==> src/pkg/pppsb_pkg.sv <==
// constants, field layout and modes of the parallel port pins and slave buffers
// assumes a 32-bit avalon-mm slave port with byte addresses
package pppsb_pkg;
   localparam int ADDR_W = 6;
   localparam int NBUF   = 4;
   // ==========================================
   // register byte offsets
   localparam logic [5:0] OFS_PIN_EN   = 6'h00;
   localparam logic [5:0] OFS_STATUS   = 6'h04;
   localparam logic [5:0] OFS_CTRL     = 6'h08;
   localparam logic [5:0] OFS_INT_STAT = 6'h0C;
   localparam logic [5:0] OFS_INT_MASK = 6'h10;
   localparam logic [1:0] BUF_PAGE     = 2'h2;
   // ==========================================
   // pin enable fields
   localparam int PEN_A14     = 14;
   localparam int PEN_MID_LSB = 2;
   localparam int PEN_MID_W   = 9;
   localparam int PEN_LOW_W   = 2;
   localparam logic [31:0] PEN_WMASK = 32'h0000_47FF;
   // ==========================================
   // status fields
   localparam int ST_IBF  = 15;
   localparam int ST_INPUT_OVERFLOW_FLAG = 14;
   localparam int ST_INPUT_BYTE_FULL_FLAGS = 8;
   localparam int ST_OBE  = 7;
   localparam int ST_OUTPUT_UNDERFLOW_FLAG = 6;
   localparam int ST_OUTPUT_BYTE_EMPTY_FLAGS = 0;
   // ==========================================
   // control fields
   localparam int CT_MODE   = 0;
   localparam int CT_INCM   = 2;
   localparam int CT_IRQM   = 4;
   localparam int CT_CSF    = 6;
   localparam int CT_ADRMUX = 8;
   localparam logic [31:0] CTRL_WMASK = 32'h0000_03FF;
   localparam logic [1:0] INCM_AUTO   = 2'h3;
   localparam logic [1:0] IRQM_END    = 2'h1;
   localparam logic [1:0] IRQM_BUF3   = 2'h2;
   localparam logic [1:0] CSF_CS1     = 2'h2;
   localparam logic [1:0] ADRMUX_NONE = 2'h0;
   localparam logic [1:0] LAST_BUF    = 2'h3;
   // ==========================================
   // interrupt status bits
   localparam int INT_ERR = 0;
   localparam int INT_ACC = 1;
   localparam int INT_W   = 2;
   typedef enum logic [1:0] {
      PPPSB_LEGACY = 2'b00,
      PPPSB_ENH    = 2'b01,
      PPPSB_MST2   = 2'b10,
      PPPSB_MST1   = 2'b11
   } pppsb_mode_t;
endpackage

==> src/rtl/pppsb_top.sv <==
// parallel port pad steering and slave-mode byte buffers with status
// assumes avalon-mm master on ref_clk; host strobes synchronous to ref_clk
//
// The Avalon-MM slave port and the register addresses are this design's own decisions.
module pppsb_top
   import pppsb_pkg::*;
(
   input  wire logic                       ref_clk,       // 125 MHz clock
   input  wire logic                       reset,         // async, active high
   input  wire logic [pppsb_pkg::ADDR_W-1:0] avAddress,   // byte address
   input  wire logic                       avRead,        // read request
   input  wire logic                       avWrite,       // write request
   input  wire logic [31:0]                avWritedata,   // write data
   input  wire logic [3:0]                 avByteenable,  // byte lanes
   output logic [31:0]                     avReaddata,    // read data
   output logic                            avWaitrequest, // stall
   input  wire logic                       hostCs,        // host chip select
   input  wire logic                       hostRd,        // host read strobe
   input  wire logic                       hostWr,        // host write strobe
   input  wire logic [1:0]                 hostAddr,      // host low address
   input  wire logic [7:0]                 hostDataIn,    // host write data
   output logic [7:0]                      hostDataOut,   // host read data
   output logic                            hostDataOe,    // data pad drive
   output logic                            addr14PadPort, // pad 14 to port
   output logic                            addr14IsCs,    // pad 14 as cs
   output logic [pppsb_pkg::PEN_MID_W-1:0] midPadPort,    // pads 2..10 to port
   output logic [pppsb_pkg::PEN_LOW_W-1:0] lowPadPort,    // pads 0..1 to port
   output logic                            lowPadIsLatch, // pads 0..1 as strobes
   output logic                            irq            // level interrupt
);
   import pppsb_pkg::*;

   // ==========================================
   // registers
   logic [31:0]       portPinEnable;
   logic [31:0]       ctrlReg;
   logic [INT_W-1:0]  intStat;
   logic [INT_W-1:0]  intMask;
   logic [INT_W-1:0]  rdSnap;
   logic [7:0]        inBuf [NBUF];
   logic [7:0]        outBuf [NBUF];
   logic [NBUF-1:0]   inFull;
   logic [NBUF-1:0]   outEmpty;
   logic              inOvf;
   logic              outUnf;
   logic [1:0]        rdPtr;
   logic [1:0]        wrPtr;
   logic              hostRdPrev;
   logic              hostWrPrev;

   // ==========================================
   // bus decode
   function automatic logic hit(input logic [ADDR_W-1:0] a, input logic [5:0] ofs);
      return a[ADDR_W-1:2] == ofs[5:2];
   endfunction

   wire       req      = avRead | avWrite;
   wire       accept   = req & ~avWaitrequest;
   wire       wrAcc    = avWrite & accept;
   wire       rdAcc    = avRead & accept;
   wire       selBuf   = avAddress[5:4] == BUF_PAGE;
   wire [1:0] swIdx    = avAddress[3:2];
   wire       swRdBuf  = rdAcc & selBuf;
   wire       swWrBuf  = wrAcc & selBuf & avByteenable[0];
   wire       rdIntSt  = rdAcc & hit(avAddress, OFS_INT_STAT);
   wire [31:0] beMask  = {{8{avByteenable[3]}}, {8{avByteenable[2]}},
                          {8{avByteenable[1]}}, {8{avByteenable[0]}}};

   // ==========================================
   // control fields
   pppsb_mode_t portMode;
   assign portMode = pppsb_mode_t'(ctrlReg[CT_MODE +: 2]);
   wire [1:0] incMode = ctrlReg[CT_INCM +: 2];
   wire [1:0] irqMode = ctrlReg[CT_IRQM +: 2];
   wire [1:0] csFunc  = ctrlReg[CT_CSF +: 2];
   wire [1:0] adMux   = ctrlReg[CT_ADRMUX +: 2];

   // ==========================================
   // host side
   // mode decode
   wire slaveMode = (portMode == PPPSB_LEGACY) | (portMode == PPPSB_ENH);
   wire autoInc   = (portMode == PPPSB_LEGACY) & (incMode == INCM_AUTO);
   // a strobe held high counts once; the host must drop it between accesses
   // master modes leave the buffers alone
   wire hRdEvt = slaveMode & hostCs & hostRd & ~hostRdPrev;
   wire hWrEvt = slaveMode & hostCs & hostWr & ~hostWrPrev;
   // enhanced picks by address, legacy by pointer
   wire [1:0] hRdSel = (portMode == PPPSB_ENH) ? hostAddr : (autoInc ? rdPtr : 2'h0);
   wire [1:0] hWrSel = (portMode == PPPSB_ENH) ? hostAddr : (autoInc ? wrPtr : 2'h0);
   wire ovfEvt = hWrEvt & inFull[hWrSel];
   wire unfEvt = hRdEvt & outEmpty[hRdSel];
   wire errEvt = ovfEvt | unfEvt;
   wire accEvt = (irqMode == IRQM_END) ? (hRdEvt | hWrEvt) :
                 (irqMode == IRQM_BUF3) ? ((hRdEvt & (hRdSel == LAST_BUF)) |
                                           (hWrEvt & (hWrSel == LAST_BUF))) : 1'b0;
   wire [INT_W-1:0] intEvt = {accEvt, errEvt};

   // ==========================================
   // status read view
   // all input full; all output empty; gaps zero
   wire [31:0] statusView = {16'h0000, &inFull, inOvf, 2'h0, inFull,
                             &outEmpty, outUnf, 2'h0, outEmpty};
   wire [31:0] rdMux =
      hit(avAddress, OFS_PIN_EN)   ? portPinEnable :
      hit(avAddress, OFS_STATUS)   ? statusView :
      hit(avAddress, OFS_CTRL)     ? ctrlReg :
      hit(avAddress, OFS_INT_STAT) ? {30'h0, intStat} :
      hit(avAddress, OFS_INT_MASK) ? {30'h0, intMask} :
      selBuf                       ? {24'h0, inBuf[swIdx]} : 32'h0;

   // ==========================================
   // next values
   // reserved pin enable bits never stored
   wire [31:0] next_pinEn = (portPinEnable & ~(beMask & PEN_WMASK)) |
                            (avWritedata & beMask & PEN_WMASK);
   wire [31:0] next_ctrl  = (ctrlReg & ~(beMask & CTRL_WMASK)) |
                            (avWritedata & beMask & CTRL_WMASK);
   wire wrStat = wrAcc & hit(avAddress, OFS_STATUS) & avByteenable[1];
   wire wrStatLo = wrAcc & hit(avAddress, OFS_STATUS) & avByteenable[0];
   // software clears by writing zero, set wins
   wire next_inOvf = ovfEvt | (inOvf & ~(wrStat & ~avWritedata[ST_INPUT_OVERFLOW_FLAG]));
   // software clears by writing zero, set wins
   wire next_outUnf = unfEvt | (outUnf & ~(wrStatLo & ~avWritedata[ST_OUTPUT_UNDERFLOW_FLAG]));
   // only bits actually seen by the read are cleared
   wire [INT_W-1:0] next_intStat = intEvt | (intStat & ~(rdIntSt ? rdSnap : '0));

   // ==========================================
   // bus slave
   // one wait cycle, then a one-cycle accept
   always_ff @(posedge ref_clk or posedge reset) begin
      if (reset) begin
         avWaitrequest <= 1'b1;
         avReaddata    <= 32'h0;
         rdSnap        <= '0;
      end else begin
         avWaitrequest <= ~(req & avWaitrequest);
         if (avRead & avWaitrequest) begin
            avReaddata <= rdMux;
            rdSnap     <= hit(avAddress, OFS_INT_STAT) ? intStat : '0;
         end
      end
   end

   always_ff @(posedge ref_clk or posedge reset) begin
      if (reset) begin
         portPinEnable <= 32'h0;
         ctrlReg       <= 32'h0;
         intMask       <= '0;
      end else if (wrAcc) begin
         if (hit(avAddress, OFS_PIN_EN))
            portPinEnable <= next_pinEn;
         if (hit(avAddress, OFS_CTRL))
            ctrlReg <= next_ctrl;
         if (hit(avAddress, OFS_INT_MASK) & avByteenable[0])
            intMask <= avWritedata[INT_W-1:0];
      end
   end

   always_ff @(posedge ref_clk or posedge reset) begin
      if (reset) begin
         inOvf   <= 1'b0;
         outUnf  <= 1'b0;
         intStat <= '0;
         irq     <= 1'b0;
      end else begin
         inOvf   <= next_inOvf;
         outUnf  <= next_outUnf;
         intStat <= next_intStat;
         // trails a mask write by one cycle, which keeps irq a plain flop
         irq     <= |(next_intStat & intMask);
      end
   end

   // ==========================================
   // per-buffer storage and flags
   for (genvar i = 0; i < NBUF; i++) begin : g_buf
      wire hW = hWrEvt & (hWrSel == 2'(i));
      wire hR = hRdEvt & (hRdSel == 2'(i));
      wire sR = swRdBuf & (swIdx == 2'(i));
      wire sW = swWrBuf & (swIdx == 2'(i));
      always_ff @(posedge ref_clk or posedge reset) begin
         if (reset) begin
            inFull[i]   <= 1'b0;
            outEmpty[i] <= 1'b1;
            inBuf[i]    <= 8'h00;
            outBuf[i]   <= 8'h00;
         end else begin
            // host write sets, software read clears
            // a full buffer keeps its unread byte
            if (hW & ~inFull[i])
               inBuf[i] <= hostDataIn;
            inFull[i] <= hW | (inFull[i] & ~sR);
            // software write clears, host read sets
            if (sW)
               outBuf[i] <= avWritedata[7:0];
            // a host read racing a software write leaves it empty: set wins
            outEmpty[i] <= hR | (outEmpty[i] & ~sW);
         end
      end
   end

   // ==========================================
   // host strobe edges and pointers
   always_ff @(posedge ref_clk or posedge reset) begin
      if (reset) begin
         hostRdPrev  <= 1'b0;
         hostWrPrev  <= 1'b0;
         rdPtr       <= 2'h0;
         wrPtr       <= 2'h0;
         hostDataOut <= 8'h00;
         hostDataOe  <= 1'b0;
      end else begin
         hostRdPrev <= hostRd;
         hostWrPrev <= hostWr;
         // pointers wrap through the four buffers
         // parked at zero while off, so enabling always starts at buffer 0
         if (!autoInc) begin
            rdPtr <= 2'h0;
            wrPtr <= 2'h0;
         end else begin
            if (hRdEvt)
               rdPtr <= rdPtr + 2'h1;
            if (hWrEvt)
               wrPtr <= wrPtr + 2'h1;
         end
         if (hRdEvt)
            hostDataOut <= outBuf[hRdSel];
         hostDataOe <= slaveMode & hostCs & hostRd;
      end
   end

   // ==========================================
   // pad steering
   always_ff @(posedge ref_clk or posedge reset) begin
      if (reset) begin
         addr14PadPort <= 1'b0;
         addr14IsCs    <= 1'b0;
         midPadPort    <= '0;
         lowPadPort    <= '0;
         lowPadIsLatch <= 1'b0;
      end else begin
         addr14PadPort <= portPinEnable[PEN_A14];
         // chip select when field says so
         addr14IsCs    <= portPinEnable[PEN_A14] & (csFunc == CSF_CS1);
         midPadPort    <= portPinEnable[PEN_MID_LSB +: PEN_MID_W];
         lowPadPort    <= portPinEnable[0 +: PEN_LOW_W];
         // strobes when pad 0 or pad 1 is enabled and address and data share the bus
         lowPadIsLatch <= (|portPinEnable[0 +: PEN_LOW_W]) & (adMux != ADRMUX_NONE);
      end
   end

   // ==========================================
   // checks
   a_wait_one: assert property (@(posedge ref_clk) disable iff (reset) // bus
      req & avWaitrequest |=> !avWaitrequest ##1 avWaitrequest)
      else $error("waitrequest not one cycle low");
   a_pen_rsvd: assert property (@(posedge ref_clk) disable iff (reset)
      (portPinEnable & ~PEN_WMASK) == 32'h0)
      else $error("reserved pin enable bit set");
   a_stat_rsvd: assert property (@(posedge ref_clk) disable iff (reset)
      avRead & !avWaitrequest & $past(hit(avAddress, OFS_STATUS))
      |-> (avReaddata & 32'hFFFF_3030) == 32'h0)
      else $error("reserved status bit read one");
   a_ovf_set: assert property (@(posedge ref_clk) disable iff (reset)
      ovfEvt |=> inOvf)
      else $error("overflow not flagged");
   a_unf_set: assert property (@(posedge ref_clk) disable iff (reset)
      unfEvt |=> outUnf)
      else $error("underflow not flagged");
   a_err_int: assert property (@(posedge ref_clk) disable iff (reset)
      errEvt & intMask[INT_ERR] |=> irq)
      else $error("error interrupt missing");
   a_ibf_all: assert property (@(posedge ref_clk) disable iff (reset)
      statusView[ST_IBF] == (inFull == 4'hF))
      else $error("all-full flag wrong");
   a_obe_all: assert property (@(posedge ref_clk) disable iff (reset)
      statusView[ST_OBE] == (outEmpty == 4'hF))
      else $error("all-empty flag wrong");
   a_full_set: assert property (@(posedge ref_clk) disable iff (reset)
      hWrEvt |=> inFull[$past(hWrSel)])
      else $error("input full not set");
   a_master_idle: assert property (@(posedge ref_clk) disable iff (reset)
      !slaveMode & !wrAcc & !rdAcc |=> $stable(inFull) && $stable(inOvf))
      else $error("buffer moved in master mode");
   a_pad14_cs: assert property (@(posedge ref_clk) disable iff (reset)
      addr14IsCs |-> addr14PadPort)
      else $error("chip select on disabled pad");

   // ==========================================
   // checks: pads, flags, host side and bus
   a_pad14_en: assert property (@(posedge ref_clk) disable iff (reset)
      addr14PadPort == $past(portPinEnable[PEN_A14]))
      else $error("pad 14 enable not followed");
   a_mid_pads: assert property (@(posedge ref_clk) disable iff (reset)
      midPadPort == $past(portPinEnable[PEN_MID_LSB +: PEN_MID_W]))
      else $error("mid pad enables not followed");
   a_low_pads: assert property (@(posedge ref_clk) disable iff (reset)
      lowPadPort == $past(portPinEnable[0 +: PEN_LOW_W]))
      else $error("low pad enables not followed");
   a_cs_field: assert property (@(posedge ref_clk) disable iff (reset)
      addr14IsCs |-> $past(csFunc) == CSF_CS1)
      else $error("chip select without field");
   a_latch_mode: assert property (@(posedge ref_clk) disable iff (reset)
      lowPadIsLatch |-> $past(adMux) != ADRMUX_NONE)
      else $error("latch strobes without multiplex");
   a_full_clr: assert property (@(posedge ref_clk) disable iff (reset)
      swRdBuf & !hWrEvt |=> !inFull[$past(swIdx)])
      else $error("input full not cleared");
   a_ovf_hold: assert property (@(posedge ref_clk) disable iff (reset)
      inOvf & !wrStat |=> inOvf)
      else $error("overflow flag dropped");
   a_drop_full: assert property (@(posedge ref_clk) disable iff (reset)
      hWrEvt & inFull[hWrSel] |=> inBuf[$past(hWrSel)] == $past(inBuf[hWrSel]))
      else $error("full buffer overwritten");
   a_empty_set: assert property (@(posedge ref_clk) disable iff (reset)
      hRdEvt |=> outEmpty[$past(hRdSel)])
      else $error("output empty not set");
   a_empty_clr: assert property (@(posedge ref_clk) disable iff (reset)
      swWrBuf & !hRdEvt |=> !outEmpty[$past(swIdx)])
      else $error("output empty not cleared");
   a_unf_hold: assert property (@(posedge ref_clk) disable iff (reset)
      outUnf & !wrStatLo |=> outUnf)
      else $error("underflow flag dropped");
   a_err_any: assert property (@(posedge ref_clk) disable iff (reset)
      errEvt |=> intStat[INT_ERR])
      else $error("error status not set");
   a_irq_level: assert property (@(posedge ref_clk) disable iff (reset)
      irq == |(intStat & $past(intMask)))
      else $error("irq level wrong");
   a_oe_slave: assert property (@(posedge ref_clk) disable iff (reset)
      hostDataOe |-> $past(slaveMode))
      else $error("data pads driven in master mode");
   a_auto_step: assert property (@(posedge ref_clk) disable iff (reset)
      hWrEvt & autoInc |=> wrPtr == $past(wrPtr) + 2'h1)
      else $error("write pointer did not step");
   a_ptr_park: assert property (@(posedge ref_clk) disable iff (reset)
      !autoInc |=> (wrPtr == 2'h0) && (rdPtr == 2'h0))
      else $error("pointers not parked");
   a_acc_buf3: assert property (@(posedge ref_clk) disable iff (reset)
      hWrEvt & (irqMode == IRQM_BUF3) & (hWrSel == LAST_BUF) |=> intStat[INT_ACC])
      else $error("buffer 3 access interrupt missing");
   a_enh_select: assert property (@(posedge ref_clk) disable iff (reset)
      hWrEvt & (portMode == PPPSB_ENH) & !inFull[hostAddr] |=> inBuf[$past(hostAddr)] == $past(hostDataIn))
      else $error("enhanced write landed wrong");
   a_wait_idle: assert property (@(posedge ref_clk) disable iff (reset) // bus
      !req |=> avWaitrequest)
      else $error("waitrequest low while idle");
   a_rdata_take: assert property (@(posedge ref_clk) disable iff (reset) // bus
      avRead & avWaitrequest |=> avReaddata == $past(rdMux))
      else $error("read data not captured");
endmodule

==> config.mk <==
export PLATFORM = sky130hd
export DESIGN_NAME = pppsb_top
export DESIGN_NICKNAME = d
export VERILOG_FILES = /design/src/pkg/pppsb_pkg.sv /design/src/rtl/pppsb_top.sv
export SDC_FILE = /design/constraint.sdc
export NUM_CORES = 1
export LEC_CHECK = 0
export BUFFER_PORTS_ARGS = -buffer_cell sky130_fd_sc_hd__clkbuf_2
export CORE_MARGIN = 5
export CORE_UTILIZATION = 53
export CTS_BUF_LIST = sky130_fd_sc_hd__clkbuf_8
export CTS_CLUSTER_DIAMETER = 200
export DETAILED_ROUTE_END_ITERATION = 6
export PLACE_DENSITY_LB_ADDON = 0.25
export SETUP_SLACK_MARGIN = 0.5
export SKIP_LAST_GASP = 1
export SYNTH_ARGS = -nofsm -noshare
export SYNTH_HDL_FRONTEND = slang
export SYNTH_SLANG_ARGS = --single-unit
==> constraint.sdc <==
create_clock -name ref_clk -period 4.35 [get_ports ref_clk]
set_input_delay 0.6525 -clock ref_clk [delete_from_list [all_inputs] [get_ports ref_clk]]
set_output_delay 0.6525 -clock ref_clk [all_outputs]
set_load 0.02 [all_outputs]
## After elaboration in Yosys (flattened, before gate mapping)

Index checks and enable logic that the tools add are counted.

- Output and inout bits: 57
- Bits in read-only memories: 0
- Flip-flop bits (word level): 207
- RAM bits: 0
- Input bits: 59
- Logic and storage cells: 208
- Bits in latches: 0
- Memories: 0

- Shift operators: 0
- Muxes and demuxes: 28
- Multiply operators: 0
- Reduce and logical (&&, ||, !) cells: 13
- $lt $le $gt $ge: 4
- Divide/modulo/power cells: 0
- Add/subtract/negate cells: 2
- Bitwise operators: 103
- Equality and inequality tests: 21

Operators with widths:

| kind | count |
|---|---|
| two-way mux 32 bit | 3 |
| bitwise AND 32 bit | 2 |
| two-way mux 8 bit | 7 |
| bitwise AND 1 bit | 55 |
| binary-select mux 8 bit (select 2 bit) | 2 |
| inverter 10 -> 32 bit | 1 |
| inverter 15 -> 32 bit | 1 |
| OR 32 x 10 -> 32 bit | 1 |
| OR 32 x 15 -> 32 bit | 1 |
| == test 2 bit (second input constant) | 10 |
| two-way mux 2 bit | 10 |
| inverter 1 bit | 20 |
| bitwise AND 15 bit | 1 |
| OR 1 bit | 15 |
| == test 2 x 1 -> 1 bit (second input constant) | 5 |
| == test 4 x 2 -> 1 bit (second input constant) | 2 |
| logical NOT 2 bit | 4 |
| AND reduction 4 bit | 2 |
| greater-or-equal comparator 3 bit (second input constant) | 2 |
| < comparator 2 x 3 -> 1 bit (second input constant) | 2 |
| inverter 2 -> 3 bit | 2 |
| AND reduction 2 bit | 3 |
| adder 2 x 1 -> 2 bit (second input constant) | 2 |
| bitwise AND 2 bit | 2 |
| other kinds (10) | 16 |

## Depth between registers and ports, before layout

- Depth after elaboration: 12
- Depth in mapped cells: 7
- Gate-level depth less buffers: 5

## Worst setup path before layout

No wires, ideal clock.

- Kind: input to register
- Start point: input port hostWr
- End point: register inBuf[16] (netlist name)
- Buffers on the path: 0
- Setup slack: 2.463 ns
- Data required time: 4.222 ns
- Stages: 5
- Arrival time: 1.759 ns
- Cell sequence: and4bb_1 and3_1 nand2_1 nor2_4 mux2_1

- Cells in the longest elaborated chain, start to end: 4

Ends and longest elaborated chain:

| item | RTL line | RTL |
|---|---|---|
| start, declared | pppsb_top.sv:19 | `input wire logic hostWr,` |
| bitwise AND 1 bit (2 in a row) | pppsb_top.sv:86 | `wire hWrEvt = slaveMode & hostCs & hostWr & ~hostWrPrev;` |
| bitwise AND 1 bit | pppsb_top.sv:177 | `wire hW = hWrEvt & (hWrSel == 2'(i));` |
| bitwise AND 1 bit | pppsb_top.sv:190 | `if (hW & ~inFull[i])` |
| end signal, assigned by index | pppsb_top.sv:191 | `inBuf[i] <= hostDataIn;` |
| end, declared | pppsb_top.sv:40 | `logic [7:0] inBuf [NBUF];` |

Every way passes these cells.
A chain may end at the register's enable or synchronous reset.

==> results.py <==
metrics = {
    "clock_tree": {
        "cts-buffers-inserted": 17,
        "clk_path_buf_depth": 2,
        "clock_latency_ns": 0.46,
        "cts_setup_buffers": 0,
        "cts_tree": "done",
        "htree_levels": 4,
        "cts_hold_buf": 0,
        "clkTransAtPathRegs_ns": 0.09,
        "cts-root-buf": "clkbuf_8",
        "cts-resized-gates": 0,
        "cts.sinks": 147,
    },
    "power": {
        "comb_power_share_pct": 16.2,
        "pwr-share-seq_pct": 50.3,
        "power_density_mw_per_mm2": 445,
        "p_clk_share_pct": 33.5,
        "peakVddDrop_uv": 215,
        "p_int_uw": 2400,
        "switching_share_pct": 29.4,
        "p_sw_uw": 996,
        "power_leakage_uw": 0.00359,
    },
    "sta": {
        "tns_ns": 0,
        "relSlewSlack_pct": 21.4,
        "period_share_pct": 60.6,
        "period_minus_slack_ns": 2.64,
        "rsz0062_at_grt": "no",
        "slew_viol_final": 0,
        "tightestPinTransition_ns": 1.18,
        "skew_ns": 0.0132,
        "fmax_mhz": 379,
        "final-hold-violation-count": 0,
        "setup_viol": 0,
    },
    "placement": {
        "portBuffers": 73,
        "gp_congestion": 0.945,
        "dpl_cell_area_mm2": 0.00720,
        "detailed_place_hpwl_um": 10800,
    },
    "final_layout": {
        "fillers": 1037,
        "fin_nets": 677,
        "areaGrowthSynthToFinish_pct": 12.9,
        "diodes": 0,
        "final_area_mm2": 0.00763,
        "layout-drive-gt1-share_pct": 30.3,
    },
    "worst_setup_path": {
        "critPathBufInv": 1,
        "crit_slowest_cell": "a21oi_2",
        "cp_num_cells": 6,
        "r2r_cells": 6,
        "cp.required_ns": 4.66,
        "cp_cell_sequence": "nand2_1 -> a21oi_2 -> buf_4 -> and2b_1 -> a211oi_1 -> o31ai_1",
        "max_stage_delay_ns": 0.81,
        "crit_type": "register to register",
        "arrival_ns": 2.94,
        "critical_path.top_delay_family": "compound AO/OA/AOI/OAI gates",
        "crit_fanout": 19,
        "start_kind": "register",
        "critPathCaptureType": "register",
    },
    "floorplanning": {
        "rows": 41,
        "boundaryPins": 116,
        "start_util_pct": 53.8,
        "die_w_um": 123,
        "die_h_um": 123,
        "coreArea_mm2": 0.0126,
        "dieArea_mm2": 0.0151,
    },
    "min_path": {
        "min_path_type": "input port to asynchronous set/reset pin",
    },
    "synthesis": {
        "async_flop_share_pct": 100,
        "ys.flop_type": "dfrtp_1",
        "syn_inst": 542,
        "yosysWarningCount": 0,
        "synth_seq_cells": 147,
        "netlist_area_mm2": 0.00676,
        "syn_avg_cell_area_um2": 12.5,
        "synth_cell_types": 66,
        "synth-edff-count": 0,
        "seq_area_frac_synth_pct": 54.5,
    },
    "global_routing": {
        "grt_pass1_wl_um": 24400,
        "grt_pass1_vias": 4488,
        "overflow": 0,
        "grt_usage_pct": 21.6,
        "antenna_found_initial": 0,
        "grt_max_degree": 94,
    },
    "detailed_routing": {
        "avgViaCountPerCell": 5.64,
        "vias": 4532,
        "detail-route-antenna-nets": 0,
        "firstDrtPassIters": 5,
        "drc": 0,
        "first_iter_violations": 242,
        "wl_um": 15500,
        "avgRoutedWirePerCell_um": 19.3,
    },
    "run_status": {
        "status": "finished, final reports clean",
    },
    "run": {
        "max-cap-violations": 0,
    },
}
layout make-up:
type                    instances  area [um2]  share of cell area, %
flip-flops and latches        147        3680                   48.3
multi-input cells             362        2850                   37.3
repair buffers                 79         410                   5.38
clock buffers                  18         248                   3.25
well taps                     172         215                   2.82
clock inverters                14         180                   2.36
inverters                      11        45.0                  0.590
cell usage in the layout, fill, tap and decap left out, drive strengths merged, types with 9 or more instances in the layout:
| master | synthesis | layout |
|---|---|---|
| a211oi | 20 | 20 |
| nand3 | 10 | 10 |
| conb | 1 | 18 |
| o21ai | 23 | 23 |
| o31ai | 15 | 15 |
| nand2 | 50 | 50 |
| dfrtp | 142 | 142 |
| mux2 | 92 | 92 |
| nor2 | 25 | 25 |
| inv | 11 | 12 |
| a21oi | 9 | 9 |
| clkbuf | 7 | 91 |
| nor2b | 21 | 21 |
cells in the mapped netlist, drive strengths merged (2+ instances only):
library cell / n / area share, %
dfrtp: 142 / 53
mux2: 92 / 15
nand2: 50 / 2.9
buf: 32 / 3.3
nor2: 25 / 2.5
o21ai: 23 / 1.7
nor2b: 21 / 1.9
a211oi: 20 / 2.4
o31ai: 15 / 1.8
inv: 11 / 0.61
nand3: 10 / 0.74
a21oi: 9 / 0.72
clkbuf: 7 / 0.39
a22o: 6 / 0.78
mux2i: 6 / 0.89
mux4: 6 / 2.0
nand2b: 6 / 0.56
nor3: 6 / 0.52
dfstp: 5 / 1.9
a32o: 4 / 0.59
nand4b: 4 / 0.52
a222oi: 3 / 0.44
a22oi: 3 / 0.33
xnor2: 3 / 0.39
a21o: 2 / 0.22
a2bb2oi: 2 / 0.26
nand4bb: 2 / 0.33
o211ai: 2 / 0.22
o221ai: 2 / 0.26
o22ai: 2 / 0.19
kinds of logic after synthesis:
kind of cell,after synthesis,synth area share (%)
buffers and inverters,50,4.33
and+or+nand+nor,136,11.4
other,1,0.0555
AOI/OAI and AO/OA,100,11.0
muxes,104,18.2
DFF,147,54.5
xor gates and xnor gates,4,0.518
power by group through the flow:
| stage | Clock, uW | Sequential (uW) | Combinational [uW] |
|---|---|---|---|
| floorplan | 0 | 1740 | 364 |
| global placement | 0 | 1720 | 541 |
| detailed placement | 0 | 1730 | 556 |
| CTS | 1160 | 1710 | 557 |
| global route | 1220 | 1730 | 609 |
| finish | 1140 | 1710 | 551 |
worst paths after layout:
path / startpoint / to / slack [ns]
min in group ref_clk: hostWr / hostWrPrev / 0.32
hold reg to reg: register / midPadPort[4] / 0.41
setup reg to reg: register / hostDataOut[5] / 1.71
max in group asynchronous: reset / inBuf[2] / 2.94
hold / removal: reset / hostWrPrev / 0.05
setup / recovery: register / hostDataOut[5] / 1.71
metal layers:
metal  global-route usage (%)  up-vias  share of wire (%)
met4                     8.05        0                1.8
met3                     3.98       23                4.7
met2                     33.8      132                 48
li1                         -     2083                  -
met5                        0        -                  0
met1                     30.3     2294                 45
per-stage QoR:
stage,total power (uW),hold WS (ns),instances,util [%],setup slack [ns]
floorplan,2110,0.370,559,-,1.85
global placement,2260,0.383,771,57.3,1.42
detailed placement,2290,0.390,771,57.3,1.37
CTS,3420,0.0234,803,60.7,1.74
global route,3560,0.0334,803,60.7,1.52
finish,3390,0.0488,803,60.7,1.71
Note: power is estimated with default switching activity, not from simulation.
